==> src/include/dcc_defines.svh <==
`ifndef DCC_DEFINES_SVH
`define DCC_DEFINES_SVH

// ----------------------------------------------------------------------
// control channel bit positions (vector index, channel bit 0 is msb)
// ----------------------------------------------------------------------
`define DCC_CC_STROBE_ADDR   14
`define DCC_CC_LOCK_TERM     13
`define DCC_CC_SEL_NC_DATA   12
`define DCC_CC_PAR_LEFT      11
`define DCC_CC_PAR_RIGHT     10
`define DCC_CC_SEL_CHAR_CMP  9
`define DCC_CC_SEL_BIT_CMP   8
`define DCC_CC_SEL_DBL_CMP   7
`define DCC_CC_STROBE_KB23   6
`define DCC_CC_STROBE_KB01   5

// ----------------------------------------------------------------------
// word channel select pattern fields (vector index)
// ----------------------------------------------------------------------
`define DCC_WC_LOCK_LO       15
`define DCC_WC_LOCK_HI       14
`define DCC_WC_ALERT_LO      13
`define DCC_WC_ALERT_HI      12
`define DCC_WC_BUZZ_LO       11
`define DCC_WC_BUZZ_HI       10
`define DCC_WC_POS_MSB       6
`define DCC_WC_OFFSET_BIT    15

// ----------------------------------------------------------------------
// segment allocation
// ----------------------------------------------------------------------
`define DCC_PRI_BUF_BASE     12'h000
`define DCC_SEC_BUF_BASE     12'he00
`define DCC_PRI_CUR_BASE     12'hfc0
`define DCC_SEC_CUR_BASE     12'hff8
`define DCC_UNUSED_WORD      12'hfff

// ----------------------------------------------------------------------
// compare codes and reset values
// ----------------------------------------------------------------------
`define DCC_CODE_EOF         7'h1c
`define DCC_CODE_EOR         7'h1f
`define DCC_RST_ADDR         15'h0000
`define DCC_RST_DATA         16'h0000

`endif

==> src/include/dcc_pkg.sv <==
package dcc_pkg;

  typedef enum logic [2:0] {
    DCC_REG_PRI_BUF = 3'h0,
    DCC_REG_SEC_BUF = 3'h1,
    DCC_REG_PRI_CUR = 3'h3,
    DCC_REG_SEC_CUR = 3'h2,
    DCC_REG_UNUSED  = 3'h6
  } dcc_region_e;

  typedef struct packed {
    dcc_region_e region;
    logic [1:0]  segment;
    logic [2:0]  unit;
    logic [8:0]  word;
  } dcc_decode_s;

  typedef struct packed {
    logic [27:0] lockout;
    logic [27:0] alert;
    logic [27:0] buzzer;
  } dcc_ind_s;

endpackage

==> src/hw/dcc_channel_ctrl.sv <==
`timescale 1ns/1ps
`include "dcc_defines.svh"
// Summary of operation
// - two indicator registers hold three bits for each of 28 keyboards.
// - a set indicator stays on until a later load clears its bit.
// - strobe A loads groups 0 and 1; strobe 9 loads groups 2 and 3.
// - a strobe sets selected bits and clears unselected bits of that register.
// - a lamp is chosen by one type bit plus one position bit together.
// - word bits 0-5 select lockout, alert, buzzer for lower/upper group.
// - word bits 9-F select keyboard positions one to seven in a group.
// - the lockout lamp only lights; keyboard data is untouched.
// - display memory is four 4K segments of identical layout, seven units each.
// - each unit owns a 512-word primary buffer from segment offset X000.
// - each unit owns a 64-word secondary buffer from segment offset XE00.
// - secondary cursor words sit at XFF8-XFFE by unit; XFFF unused.
// - control channel bits tell apart the four kinds of word channel content.
// - with bit 3 set, pulsing control bit 1 loads the starting address.
// - character compare accepts any 7-bit terminating character.
// - double compare ends a transfer on either 1C or 1F in the data.

module dcc_channel_ctrl
  import dcc_pkg::*;
#(
  parameter int KB_PER_GROUP = 7,
  parameter int NUM_GROUPS   = 4
) (
  // clock and reset
  input  wire logic        clk,
  input  wire logic        rstn,
  // channels from the station controller
  input  wire logic [15:0] output_word_channel,
  input  wire logic [15:0] output_control_channel,
  // block transfer data stream watched for compare
  input  wire logic [15:0] xfer_data,
  input  wire logic        xfer_valid,
  // keyboard indicators
  output dcc_ind_s         indicators,
  // display memory addressing
  output logic [14:0]      start_addr,
  output logic             offset_mode,
  output logic             addr_load,
  output dcc_decode_s      addr_decode,
  // data lines toward the display buffer unit
  output logic             nc_data_sel,
  output logic [15:0]      unit_data,
  output logic [1:0]       unit_parity,
  // compare termination
  output logic             compare_hit,
  output logic             xfer_stop
);

  // ----------------------------------------------------------------------
  // elaboration checks
  // ----------------------------------------------------------------------
  if (KB_PER_GROUP != 7 || NUM_GROUPS != 4) begin : g_size_check
    $error("dcc_channel_ctrl: only 4 groups of 7 keyboards are served");
  end

  // ----------------------------------------------------------------------
  // strobe edge tracking
  // ----------------------------------------------------------------------
  logic       prev_kb01;
  logic       prev_kb23;
  logic       prev_addr;
  logic       rise_kb01;
  logic       rise_kb23;
  logic       rise_addr;
  logic       sel_nc;

  always_comb begin
    sel_nc    = output_control_channel[`DCC_CC_SEL_NC_DATA];
    rise_kb01 = output_control_channel[`DCC_CC_STROBE_KB01] & ~prev_kb01;
    rise_kb23 = output_control_channel[`DCC_CC_STROBE_KB23] & ~prev_kb23;
    rise_addr = output_control_channel[`DCC_CC_STROBE_ADDR] & ~prev_addr;
  end

  always_ff @(posedge clk) begin
    if (!rstn) begin
      prev_kb01 <= 1'b0;
      prev_kb23 <= 1'b0;
      prev_addr <= 1'b0;
    end else begin
      prev_kb01 <= output_control_channel[`DCC_CC_STROBE_KB01];
      prev_kb23 <= output_control_channel[`DCC_CC_STROBE_KB23];
      prev_addr <= output_control_channel[`DCC_CC_STROBE_ADDR];
    end
  end

  // ----------------------------------------------------------------------
  // indicator registers
  // ----------------------------------------------------------------------
  // expand one select pattern into a pair of 7-keyboard groups for a type
  function automatic logic [13:0] dcc_pair(input logic [15:0] w, input int lo_bit, input int hi_bit);
    logic [6:0] pos;
    logic [13:0] res;
    pos = '0;
    res = '0;
    for (int i = 0; i < 7; i++) begin
      pos[i] = w[`DCC_WC_POS_MSB - i];
    end
    res[6:0]  = w[lo_bit] ? pos : 7'h00;
    res[13:7] = w[hi_bit] ? pos : 7'h00;
    return res;
  endfunction

  dcc_ind_s   ind_q;
  dcc_ind_s   next_ind;
  logic [13:0] pat_lock;
  logic [13:0] pat_alert;
  logic [13:0] pat_buzz;

  always_comb begin
    pat_lock  = dcc_pair(output_word_channel, `DCC_WC_LOCK_LO, `DCC_WC_LOCK_HI);
    pat_alert = dcc_pair(output_word_channel, `DCC_WC_ALERT_LO, `DCC_WC_ALERT_HI);
    pat_buzz  = dcc_pair(output_word_channel, `DCC_WC_BUZZ_LO, `DCC_WC_BUZZ_HI);
    next_ind  = ind_q;
    if (rise_kb01) begin
      next_ind.lockout[13:0] = pat_lock;
      next_ind.alert[13:0]   = pat_alert;
      next_ind.buzzer[13:0]  = pat_buzz;
    end
    if (rise_kb23) begin
      next_ind.lockout[27:14] = pat_lock;
      next_ind.alert[27:14]   = pat_alert;
      next_ind.buzzer[27:14]  = pat_buzz;
    end
  end

  // lamp drive only; nothing here touches keyboard input paths
  always_ff @(posedge clk) begin
    if (!rstn) begin
      ind_q <= '0;
    end else begin
      ind_q <= next_ind;
    end
  end

  assign indicators = ind_q;

  // ----------------------------------------------------------------------
  // starting address and memory map decode
  // ----------------------------------------------------------------------
  function automatic dcc_decode_s dcc_map(input logic [14:0] a);
    dcc_decode_s d;
    logic [11:0] off;
    logic [11:0] rel;
    off       = a[11:0];
    rel       = '0;
    d.segment = a[13:12];
    d.region  = DCC_REG_UNUSED;
    d.unit    = 3'h0;
    d.word    = 9'h000;
    if (off < `DCC_SEC_BUF_BASE) begin
      rel      = off - `DCC_PRI_BUF_BASE;
      d.region = DCC_REG_PRI_BUF;
      d.unit   = rel[11:9] + 3'h1;
      d.word   = rel[8:0];
    end else if (off < `DCC_PRI_CUR_BASE) begin
      rel      = off - `DCC_SEC_BUF_BASE;
      d.region = DCC_REG_SEC_BUF;
      d.unit   = rel[8:6] + 3'h1;
      d.word   = {3'h0, rel[5:0]};
    end else if (off < `DCC_SEC_CUR_BASE) begin
      rel      = off - `DCC_PRI_CUR_BASE;
      d.region = DCC_REG_PRI_CUR;
      d.unit   = rel[5:3] + 3'h1;
      d.word   = {6'h00, rel[2:0]};
    end else if (off != `DCC_UNUSED_WORD) begin
      rel      = off - `DCC_SEC_CUR_BASE;
      d.region = DCC_REG_SEC_CUR;
      d.unit   = rel[2:0] + 3'h1;
    end
    return d;
  endfunction

  logic [14:0] addr_q;
  logic [14:0] next_addr;
  logic        offs_q;
  logic        next_offs;
  logic        load_q;
  logic        next_load;
  dcc_decode_s dec_q;
  dcc_decode_s next_dec;

  always_comb begin
    next_addr = addr_q;
    next_offs = offs_q;
    next_dec  = dec_q;
    next_load = 1'b0;
    if (rise_addr && sel_nc) begin
      next_addr = output_word_channel[14:0];
      next_offs = output_word_channel[`DCC_WC_OFFSET_BIT];
      next_dec  = dcc_map(output_word_channel[14:0]);
      next_load = 1'b1;
    end
  end

  always_ff @(posedge clk) begin
    if (!rstn) begin
      addr_q <= `DCC_RST_ADDR;
      offs_q <= 1'b0;
      load_q <= 1'b0;
      dec_q  <= '0;
    end else begin
      addr_q <= next_addr;
      offs_q <= next_offs;
      load_q <= next_load;
      dec_q  <= next_dec;
    end
  end

  assign start_addr  = addr_q;
  assign offset_mode = offs_q;
  assign addr_load   = load_q;
  assign addr_decode = dec_q;

  // ----------------------------------------------------------------------
  // data lines: word channel gated through while select is set
  // ----------------------------------------------------------------------
  logic [15:0] data_q;
  logic [15:0] next_data;
  logic [1:0]  par_q;
  logic [1:0]  next_par;
  logic        sel_q;

  always_comb begin
    next_data = `DCC_RST_DATA;
    next_par  = 2'h0;
    if (sel_nc) begin
      next_data = output_word_channel;
      next_par  = {output_control_channel[`DCC_CC_PAR_LEFT], output_control_channel[`DCC_CC_PAR_RIGHT]};
    end
  end

  always_ff @(posedge clk) begin
    if (!rstn) begin
      data_q <= `DCC_RST_DATA;
      par_q  <= 2'h0;
      sel_q  <= 1'b0;
    end else begin
      data_q <= next_data;
      par_q  <= next_par;
      sel_q  <= sel_nc;
    end
  end

  assign unit_data   = data_q;
  assign unit_parity = par_q;
  assign nc_data_sel = sel_q;

  // ----------------------------------------------------------------------
  // compare termination
  // ----------------------------------------------------------------------
  logic [6:0] cmp_char;
  logic       char_mode;
  logic       dbl_mode;
  logic       lock_term;
  logic       match;
  logic       hit_q;
  logic       next_hit;
  logic       stop_q;
  logic       next_stop;

  // byte of the data stream that ends a transfer under the current mode
  function automatic logic dcc_byte_hit(input logic [6:0] b, input logic [6:0] c,
                                        input logic cm, input logic dm);
    logic h;
    h = 1'b0;
    if (cm && b == c) begin
      h = 1'b1;
    end
    if (dm && (b == `DCC_CODE_EOF || b == `DCC_CODE_EOR)) begin
      h = 1'b1;
    end
    return h;
  endfunction

  always_comb begin
    cmp_char  = output_word_channel[6:0];
    char_mode = output_control_channel[`DCC_CC_SEL_CHAR_CMP];
    dbl_mode  = output_control_channel[`DCC_CC_SEL_DBL_CMP];
    lock_term = output_control_channel[`DCC_CC_LOCK_TERM];
    match     = xfer_valid & ~lock_term &
                (dcc_byte_hit(xfer_data[14:8], cmp_char, char_mode, dbl_mode) |
                 dcc_byte_hit(xfer_data[6:0], cmp_char, char_mode, dbl_mode));
    next_hit  = hit_q;
    if (next_load) begin
      next_hit = 1'b0;
    end
    if (match) begin
      next_hit = 1'b1; // set wins over the new-address clear
    end
    next_stop = match & ~hit_q;
  end

  always_ff @(posedge clk) begin
    if (!rstn) begin
      hit_q  <= 1'b0;
      stop_q <= 1'b0;
    end else begin
      hit_q  <= next_hit;
      stop_q <= next_stop;
    end
  end

  assign compare_hit = hit_q;
  assign xfer_stop   = stop_q;

endmodule // dcc_channel_ctrl

==> config.mk <==
export PLATFORM = sky130hd
export DESIGN_NAME = dcc_channel_ctrl
export DESIGN_NICKNAME = d
export VERILOG_FILES = /design/src/include/dcc_pkg.sv /design/src/hw/dcc_channel_ctrl.sv
export VERILOG_INCLUDE_DIRS = /design/src /design/src/include
export SDC_FILE = /design/constraint.sdc
export NUM_CORES = 1
export LEC_CHECK = 0
export BUFFER_PORTS_ARGS = -buffer_cell sky130_fd_sc_hd__buf_4
export CAP_MARGIN = 20
export CELL_PAD_IN_SITES_DETAIL_PLACEMENT = 1
export CELL_PAD_IN_SITES_GLOBAL_PLACEMENT = 2
export CORE_ASPECT_RATIO = 0.9
export CORE_MARGIN = 5
export CORE_UTILIZATION = 31
export DETAILED_ROUTE_END_ITERATION = 8
export GPL_ROUTABILITY_DRIVEN = 0
export HOLD_SLACK_MARGIN = 0.15
export PLACE_DENSITY = 0.82
export REMOVE_ABC_BUFFERS = 1
export SYNTH_ARGS = -nofsm -noshare
export SYNTH_HDL_FRONTEND = slang
export SYNTH_SLANG_ARGS = --single-unit
==> constraint.sdc <==
create_clock -name clk -period 2.05 [get_ports clk]
set_clock_uncertainty 0.15 [all_clocks]
set_input_delay 0 -clock clk [delete_from_list [all_inputs] [get_ports clk]]
set_output_delay 0 -clock clk [all_outputs]
set_load 0.02 [all_outputs]
==> results.yml, run 1 <==
cts:
  cts_post_setup_buffers_inserted: 0
  cts_tree: "built"
  numCtsBuffers: 17
  ctsLongestPathBuffers: 2
  cts_sinks: 140
  cts_htree_levels: 4
  clk_latency_ns: 0.42
  worst_setup_hold_path_clk_slew_ns: 0.06
  cts-root-buf: "sky130_fd_sc_hd__clkbuf_16"
setup_path:
  crit_required_ns: 2.21
  worst_setup_path_startpoint: "output_word_channel[0]"
  crit-reg2reg-capture: "addr_decode[14]$_SDFFE_PN0P_"
  r2r_slack_ns: 0.50
  class_of_the_most_critical_setup_path: "input port to register"
  critical_path.max_fanout: 19
  crit_end: "addr_decode[9]$_SDFFE_PN0P_"
  end_kind: "register"
  critical_path.startpoint_type: "input port"
  cp_data_arrival_time_ns: 2.13
  timing.rr.start: "prev_addr$_SDFF_PN0_"
  worst-r2r-cell-count: 5
status:
  status: "completed"
sta:
  worst_tran_pin_value_ns: 0.6043
  report.final.hold_viol_count: 0
  worst_path_setup_slack_after_routing_ns: 0.07291
  final-setup-viol-count: 0
  unrepaired_setup_endpoints_after_global_routing: "false"
  timing.final.crit_period_ns: 1.977
  maxClockFrequency_mhz: 505.8
  fin_crit_sh_pct: 96.44
  maxSlewHeadroom_pct: 59.71
  slew_violations: 0
synth:
  synth-edff-count: 0
  synth-seq-area-share_pct: 50.29
  mean_cell_area_of_the_mapped_netlist_um2: 8.708
  synth.yosys.warnings: 0
  synthCells: 640
  distinct_cells_synth: 33
  ys_dominant_reg_cell: "sky130_fd_sc_hd__dfxtp_1"
  synth.top_cells.by_area: "sky130_fd_sc_hd__dfxtp_1 (50%), sky130_fd_sc_hd__a21boi_0 (14%), sky130_fd_sc_hd__nand2_1 (8.6%)"
  netlist_top_cells_count: "sky130_fd_sc_hd__dfxtp_1 (140), sky130_fd_sc_hd__nand2_1 (128), sky130_fd_sc_hd__a21boi_0 (104)"
  synth.largest_area_cell: "sky130_fd_sc_hd__dfxtp_1"
  netlist_area_um2: 5573
  synthMostInstantiatedCell: "sky130_fd_sc_hd__dfxtp_1"
  ys_ff_latch: 140
  synth_async_sr_flop_share_pct: 0
  yosysTopAreaCellShare_pct: 50.29
floorplan:
  design.core.area_um2: 17670
  floorplan.io_pins: 190
  placementRows: 46
  die_width_um: 151.3
  floorplan.die_area_um2: 20760
  initial_core_util_pct: 31.54
  floorplan.die.height_um: 137.2
power_and_ir_drop:
  worst_ir_drop_vdd_mv: 0.6242
  leakagePower_nw: 3.499
  cellPowerDensity_nw_per_um2: 941.9
global_routing:
  grt_pass1_vias: 5650
  grt_antenna_before_repair: 0
  grt-ovfl-total: 0
  grt_first_pass_wirelength_mm: 31.45
  total_routing_resource_utilization_after_global_routing_pct: 19.92
  grt_start_max_net_pins: 77
placement:
  placed_cells: 998
  detailed_place_hpwl_mm: 13.02
  dp_slack_ns: 0.4786
  port_buffers: 180
detailed_routing:
  via_count: 5363
  detailedRoute.firstIterationViolations: 323
  drt_drc_violations_left: 0
  finalWirelength_mm: 20.83
  firstDrtPassIters: 5
  post_drt_via_cell_ratio: 4.952
  route.detailed.wl_per_inst_um: 19.23
  drt.antenna.violating_nets: 0
layout:
  final_cell_count_no_fill: 1083
  final_layout_size_suffix_gt1_share_pct: 27.32
  nNetsFinal: 884
  area_growth_pct: 50.11
  utilization_pct: 47.34
job:
  count_of_max_cap_constraint_violations: 0
hold_path:
  holdCritPathClass: "input port to register"
-- sequential cells by signal (all words and copies together), names as in the netlist --
signal       flops
addr_decode     15
indicators      84
nc_data_sel      1
addr_load        1
unit_parity      2
offset_mode      1
prev_kb01        1
prev_addr        1
unit_data       16
xfer_stop        1
compare_hit      1
start_addr      15
prev_kb23        1
-- report_power, final --
part | switching [mW] | total [mW] | internal, mW
registers | 0.0610 | 2.89 | 2.83
logic | 0.545 | 0.936 | 0.391
clock network | 1.24 | 4.05 | 2.82
-- layout make-up --
class,instances,area [µm²]
Timing Repair Buffer,241,1997
Tap cell,240,300.3
Clock inverter,14,335.3
Clock buffer,18,439.2
Antenna cell,1,2.502
Sequential cell,140,2803
Multi-Input combinational cell,429,2489
Fill cell,2034,9304
-- worst min-delay path by stage --
stage | to | from | depth (start not counted)
2_1_floorplan | addr_decode[15]$_SDFFE_PN0P_ | rstn | 1
4_1_cts | addr_load$_SDFF_PN0_ | output_control_channel[14] | 3
6_report | addr_load$_SDFF_PN0_ | output_control_channel[14] | 3
3_5_place_dp | prev_kb23$_SDFF_PN0_ | output_control_channel[6] | 2
5_1_grt | addr_load$_SDFF_PN0_ | output_control_channel[14] | 3
3_3_place_gp | prev_kb23$_SDFF_PN0_ | output_control_channel[6] | 2
-- worst max-delay path, cell delays in order --
cell and delay, ns:
sky130_fd_sc_hd__dlygate4sd3_1 0.52, sky130_fd_sc_hd__buf_4 0.29, sky130_fd_sc_hd__ha_1 0.29, sky130_fd_sc_hd__nand2_1 0.08
sky130_fd_sc_hd__nand3_1 0.09, sky130_fd_sc_hd__o211ai_1 0.09, sky130_fd_sc_hd__dlygate4sd3_1 0.58, sky130_fd_sc_hd__a21oi_1 0.13
sky130_fd_sc_hd__nor2_1 0.06
-- per-stage QoR --
step                cell area, µm²  hold WS, ns  power (mW)  TNS (ns)
detailed placement            7053      0.08534       3.802         0
CTS                           8348       0.2295       7.954         0
global placement              7053      0.07952       3.773         0
floorplan                     5264     -0.02829       3.298    -13.53
finish                        8366       0.2450       7.879         0
global route                  8363       0.2430       8.149         0
-- cell families (layout without fill, tap and decap cells) --
group           Yosys count  in the layout  synth area share, %
compound gates          128            128                16.75
simple gates            278            278                23.51
other cells               0              1                    0
mux                       1              1               0.1796
flops                   140            140                50.29
xor+xnor                 18             18                2.829
fa+ha+maj                 4              4               0.8981
buf+inv                  71            273                5.545
-- cells in the final DEF (no fill, tap or decap), drive strengths merged, types with 2 or more instances in the layout --
cell	synthesis	final
nor4	4	4
nand2b	3	3
a22oi	7	7
nor2	5	5
ha	4	4
nand3	91	91
nand4	4	4
a21oi	6	6
a21boi	104	104
and2	6	6
buf	19	189
and3b	2	2
xnor2	3	3
and3	19	19
nand2	128	128
dfxtp	140	140
clkinv	0	2
dlygate4sd3	0	52
bufinv	0	10
clkbuf	52	18
nor2b	11	11
a31oi	2	2
nor3	2	2
inv	0	2
nand3b	3	3
xor2	15	15
o21ai	5	5
-- per-layer routing --
metal  routed length, µm  up-vias  track usage [%]
met1                8654     2641            23.48
met3                1395       34            6.086
met4                 441        0            7.100
met5                   0        -                0
met2               10340      153            34.26
li1                    -     2535                -
-- timing repair --
action	in CTS	in global routing
hold buffers	52	0
endpoints found under the setup margin	0	3
gates resized for setup	0	4
endpoints found under the hold margin	140	0
Note: power is estimated with default switching activity, not from simulation.
==> run 2, diff against run 1 <==
==> constraint.sdc (replaced) <==
create_clock -name clk -period 2.05 [get_ports clk]
set_clock_uncertainty 0.15 [all_clocks]
set_input_delay 0.205 -clock clk [delete_from_list [all_inputs] [get_ports clk]]
set_output_delay 0.205 -clock clk [all_outputs]
set_load 0.02 [all_outputs]
==> results.yml, run 2 (synthesis results as in run 1) <==
status:
  status: "completed"
global_routing:
  grt_pass1_vias: 5724
  grt_first_pass_wirelength_mm: 31.11
  total_routing_resource_utilization_after_global_routing_pct: 19.40
  grt-ovfl-total: 0
  grt_antenna_before_repair: 0
  grt_start_max_net_pins: 78
placement:
  port_buffers: 180
  detailed_place_hpwl_mm: 13.31
layout:
  final_layout_size_suffix_gt1_share_pct: 27.76
  nNetsFinal: 868
  largest_register_ffs: 84
  final_common_cell: "sky130_fd_sc_hd__buf_4"
  filler_cell_count: 2051
  most-common-layout-cells: "sky130_fd_sc_hd__buf_4 (186), sky130_fd_sc_hd__dfxtp_1 (140), sky130_fd_sc_hd__nand2_1 (128), sky130_fd_sc_hd__a21boi_0 (104), sky130_fd_sc_hd__nand3_1 (91)"
  area_growth_pct: 43.78
  antennaDiodeCount: 0
job:
  count_of_max_cap_constraint_violations: 0
setup_path:
  crit_required_ns: 2.26
  critical_path.startpoint_type: "input port"
  end_kind: "register"
  class_of_the_most_critical_setup_path: "input port to register"
  cp_slowest_cell: "sky130_fd_sc_hd__dlygate4sd3_1"
  critPathMaxStageDelay_ns: 0.55
  critical_path.max_fanout: 77
  cp_data_arrival_time_ns: 2.13
  critical-path-top-delay-family: "buffers and inverters"
  critical_path.cell_chain: "dlygate4sd3_1 > buf_6 > buf_12 > and3_1 > dlygate4sd3_1"
  path_common_cell: "sky130_fd_sc_hd__dlygate4sd3_1"
  timing.critical_path.buf_inv: 4
floorplan:
  design.core.area_um2: 17670
  floorplan.die.height_um: 137.2
  placementRows: 46
  die_width_um: 151.3
  floorplan.io_pins: 190
  floorplan.die_area_um2: 20760
  initial_core_util_pct: 31.54
sta:
  holdWs_ns: 0.1834
  fin_crit_sh_pct: 93.72
  final-setup-viol-count: 0
  slew_violations: 0
  report.final.hold_viol_count: 0
  timing.final.crit_period_ns: 1.921
  maxSlewHeadroom_pct: 70.19
  worst_tran_pin_value_ns: 0.4462
  maxClockFrequency_mhz: 520.5
  unrepaired_setup_endpoints_after_global_routing: "false"
detailed_routing:
  via_count: 5292
  drt_drc_violations_left: 0
  firstDrtPassIters: 4
  drt.antenna.violating_nets: 0
  detailedRoute.firstIterationViolations: 226
  post_drt_via_cell_ratio: 4.969
  route.detailed.wl_per_inst_um: 18.71
  finalWirelength_mm: 19.93
power_and_ir_drop:
  leakagePower_nw: 3.337
  power_mw: 6.888
  cellPowerDensity_nw_per_um2: 859.7
  worst_ir_drop_vdd_mv: 0.5496
cts:
  cts_sinks: 140
  ctsLongestPathBuffers: 2
  numCtsBuffers: 17
  clk_latency_ns: 0.41
  cts_htree_levels: 4
  worst_setup_hold_path_clk_slew_ns: 0.06
  cts_tree: "built"
  cts-root-buf: "sky130_fd_sc_hd__clkbuf_16"
  cts_post_setup_buffers_inserted: 0
hold_path:
  holdCritPathClass: "input port to register"
## run 2: cell count changes in the layout (fill, tap and decap cells not counted), sizes merged, moves of 2 or more
| cell | before | now |
|---|---|---|
| buf | 189 | 192 |
| bufinv | 10 | 3 |
| clkinv | 2 | 7 |
| clkinvlp | 0 | 2 |
| dlygate4sd3 | 52 | 33 |
| inv | 2 | 0 |
## run 2: worst min-delay path, delay by kind of cell
kind	cells	cell delay, ns
AO/OA/AOI/OAI	2	0.23
buffers and inverters	1	0.09
AND/OR/NAND/NOR	2	0.17
## run 2: what timing repair did
item	4_1_cts	5_1_grt
hold buffers	33	0
endpoints found under the hold margin	135	0
setup endpoints to repair	0	2
resized for setup	0	1
## run 2: area by class of cell
type | count | area (µm²) | area share, %
Sequential cell | 140 | 2803 | 34.98
Clock buffer | 19 | 442.9 | 5.528
Tap cell | 240 | 300.3 | 3.748
Timing Repair Buffer | 225 | 1838 | 22.94
Multi-Input combinational cell | 429 | 2481 | 30.97
Clock inverter | 12 | 147.6 | 1.843
## run 2: worst paths after layout
check | start | endpoint | slack (ns) | depth (start not counted)
max | rstn | unit_parity[1]$_SDFF_PN0_ | 0.13 | 5
min | xfer_data[6] | xfer_stop$_SDFF_PN0_ | 0.18 | 5
max reg2reg | prev_kb01$_SDFF_PN0_ | indicators[63]$_SDFFE_PN0P_ | 0.46 | 4
min reg2reg | compare_hit$_SDFFE_PN0P_ | xfer_stop$_SDFF_PN0_ | 0.30 | 1
## run 2: power by group
group	switching (mW)	internal, mW	leakage (nW)
registers	0.0612	2.83	1.14
logic	0.530	0.374	1.91
clock network	1.17	1.93	0.288
## run 2: layer usage
metal | global-route usage, % | up-vias | share of wire (%)
met5 | 0 | - | 0
met4 | 5.791 | 0 | 1.5
met1 | 23.28 | 2638 | 42
li1 | - | 2495 | -
met3 | 5.559 | 21 | 6.8
met2 | 33.67 | 138 | 49
## run 2: through the flow
stage | cells | utilization (%) | TNS (ns) | setup WS (ns) | cell area, µm²
6_report | 1065 | 45.35 | 0 | 0.1288 | 8013
5_1_grt | 1065 | 45.35 | 0 | 0.02018 | 8013
4_1_cts | 1065 | 45.33 | 0 | 0.1238 | 8009
3_5_place_dp | 1001 | 40.11 | 0 | 0.2891 | 7088
3_3_place_gp | 1001 | 40.11 | 0 | 0.2789 | 7088
2_1_floorplan | 569 | - | -13.53 | -0.1611 | 5264
==> run 3, diff against run 2 <==
--- a/config.mk
+++ b/config.mk
@@ -10,14 +10,15 @@
 export CAP_MARGIN = 20
 export CELL_PAD_IN_SITES_DETAIL_PLACEMENT = 1
 export CELL_PAD_IN_SITES_GLOBAL_PLACEMENT = 2
-export CORE_ASPECT_RATIO = 0.9
+export CORE_ASPECT_RATIO = 1.1
 export CORE_MARGIN = 5
-export CORE_UTILIZATION = 31
+export CORE_UTILIZATION = 26
 export DETAILED_ROUTE_END_ITERATION = 8
 export GPL_ROUTABILITY_DRIVEN = 0
 export HOLD_SLACK_MARGIN = 0.15
-export PLACE_DENSITY = 0.82
+export PLACE_DENSITY = 0.73
 export REMOVE_ABC_BUFFERS = 1
+export SLEW_MARGIN = 20
 export SYNTH_ARGS = -nofsm -noshare
 export SYNTH_HDL_FRONTEND = slang
 export SYNTH_SLANG_ARGS = --single-unit
==> constraint.sdc (replaced) <==
create_clock -name clk -period 1.58 [get_ports clk]
set_clock_uncertainty 0.15 [all_clocks]
set_input_delay 0.158 -clock clk [delete_from_list [all_inputs] [get_ports clk]]
set_output_delay 0.158 -clock clk [all_outputs]
set_load 0.02 [all_outputs]
==> results.yml, run 3 (synthesis results as in run 1) <==
setup_path:
  critical_path.cell_chain: "dlygate4sd3_1 > buf_4 > buf_6 > and3_1 > dlygate4sd3_1"
  class_of_the_most_critical_setup_path: "input port to register"
  cp_data_arrival_time_ns: 1.70
  critical_path.max_fanout: 12
  critical_path.startpoint_type: "input port"
  cp_slowest_cell: "sky130_fd_sc_hd__dlygate4sd3_1"
  path_common_cell: "sky130_fd_sc_hd__dlygate4sd3_1"
  end_kind: "register"
  crit_required_ns: 1.73
  critPathMaxStageDelay_ns: 0.55
sta:
  slew_violations: 0
  maxSlewHeadroom_pct: 66.11
  maxClockFrequency_mhz: 645.4
  timing.final.crit_period_ns: 1.549
  worst_tran_pin_value_ns: 0.5084
  holdWs_ns: 0.1448
  worst_path_setup_slack_after_routing_ns: 0.03064
  final-setup-viol-count: 0
  final.setup.tns_ns: 0
  report.final.hold_viol_count: 0
  fin_crit_sh_pct: 98.06
power_and_ir_drop:
  worst_ir_drop_vdd_mv: 0.7090
  leakagePower_nw: 3.446
  cellPowerDensity_nw_per_um2: 1045
  power_mw: 8.585
detailed_routing:
  finalWirelength_mm: 21.73
  detailedRoute.firstIterationViolations: 159
  dr.max_layer_used: "met4"
  met2_wirelength_mm: 10.77
  route.detailed.wl_per_inst_um: 19.15
  via_count: 5339
  firstDrtPassIters: 4
  wirelength_met1_mm: 9.513
  met3RoutedLength_mm: 1.097
  post_drt_via_cell_ratio: 4.704
  drt.antenna.violating_nets: 0
  drt_drc_violations_left: 0
floorplan:
  floorplan.die_area_um2: 24470
  design.core.area_um2: 21230
  initial_core_util_pct: 26.25
  die_width_um: 149.6
  placementRows: 56
  floorplan.io_pins: 190
  floorplan.die.height_um: 163.6
global_routing:
  total_routing_resource_utilization_after_global_routing_pct: 17.71
  grt_start_max_net_pins: 50
  grt-ovfl-total: 0
  grt_antenna_before_repair: 0
  grt_first_pass_wirelength_mm: 33.37
  grt_pass1_vias: 5675
cts:
  cts_htree_levels: 4
  worst_setup_hold_path_clk_slew_ns: 0.06
  cts_tree: "built"
  ctsLongestPathBuffers: 2
  numCtsBuffers: 17
  clk_latency_ns: 0.41
  cts_sinks: 140
  cts-root-buf: "sky130_fd_sc_hd__clkbuf_16"
placement:
  dp_slack_ns: 0.04708
  placed_cells: 1065
  port_buffers: 180
  detailed_place_hpwl_mm: 14.67
layout:
  final_common_cell: "sky130_fd_sc_hd__buf_4"
  area_growth_pct: 47.42
  final_cell_count_no_fill: 1135
  filler_cell_count: 2490
  nNetsFinal: 889
  antennaDiodeCount: 0
  most-common-layout-cells: "sky130_fd_sc_hd__buf_4 (201), sky130_fd_sc_hd__dfxtp_1 (140), sky130_fd_sc_hd__nand2_1 (128), sky130_fd_sc_hd__a21boi_0 (104), sky130_fd_sc_hd__nand3_1 (90)"
  largest_register_ffs: 84
  final_layout_size_suffix_gt1_share_pct: 29.35
job:
  count_of_max_cap_constraint_violations: 0
status:
  status: "completed"
hold_path:
  holdCritPathClass: "input port to register"
==> run 3: changes by cell type in the layout (fill, tap and decap cells not counted), moves of 2 or more <==
| cell | before | now |
|---|---|---|
| sky130_fd_sc_hd__buf_6 | 1 | 3 |
| sky130_fd_sc_hd__buf_12 | 5 | 7 |
| sky130_fd_sc_hd__dlymetal6s4s_1 | 0 | 2 |
| sky130_fd_sc_hd__clkbuf_1 | 1 | 3 |
| sky130_fd_sc_hd__bufinv_16 | 3 | 0 |
| sky130_fd_sc_hd__buf_4 | 186 | 201 |
==> run 3: final cells by class <==
class                   instances  area [µm²]  area share [%]
repair buffers                246        2038           24.81
flip-flops and latches        140        2803           34.12
clock inverters                 8       46.29          0.5635
well taps                     290       362.8           4.417
multi-input cells             429        2501           30.44
clock buffers                  22       464.2           5.650
==> run 3: final timing paths <==
path                              startpoint                      endpoint  slack (ns)  cells past startpoint
setup reg to reg        prev_addr$_SDFF_PN0_   addr_decode[7]$_SDFFE_PN0P_        0.15                      5
hold / removal        output_word_channel[5]  addr_decode[16]$_SDFFE_PN0P_        0.14                      5
setup / recovery  output_control_channel[12]     unit_parity[1]$_SDFF_PN0_        0.03                      5
hold reg to reg     offset_mode$_SDFFE_PN0P_      offset_mode$_SDFFE_PN0P_        0.31                      2
==> run 3: power breakdown <==
group | total [mW] | leakage [nW] | switching [mW] | internal [mW]
Combinational | 1.25 | 2.05 | 0.718 | 0.532
Sequential | 3.75 | 1.14 | 0.0814 | 3.67
Clock | 3.59 | 0.255 | 1.53 | 2.06
==> run 3: worst max-delay path, delay by kind of cell <==
| family | cells | cell delay [ns] |
|---|---|---|
| buffers and inverters | 4 | 1.41 |
| and+or+nand+nor | 1 | 0.14 |
==> run 3: routing by layer <==
| layer | track usage (%) | up-vias |
|---|---|---|
| li1 | - | 2542 |
| met1 | 22.28 | 2636 |
| met2 | 29.79 | 138 |
| met3 | 4.467 | 23 |
| met4 | 5.535 | 0 |
| met5 | 0 | - |
==> run 3: repair_timing <==
action                                  in CTS  in global routing
buffers inserted                             0                  5
hold buffers                                35                  0
gates resized for setup                      0                  9
endpoints found under the hold margin      139                  0
endpoints found under the setup margin       0                 23
==> run 3: per-stage QoR <==
step           util, %  area (µm²)
2_1_floorplan        -        5264
3_3_place_gp     34.29        7281
3_5_place_dp     34.29        7281
4_1_cts          38.35        8142
5_1_grt          38.70        8215
6_report         38.70        8215
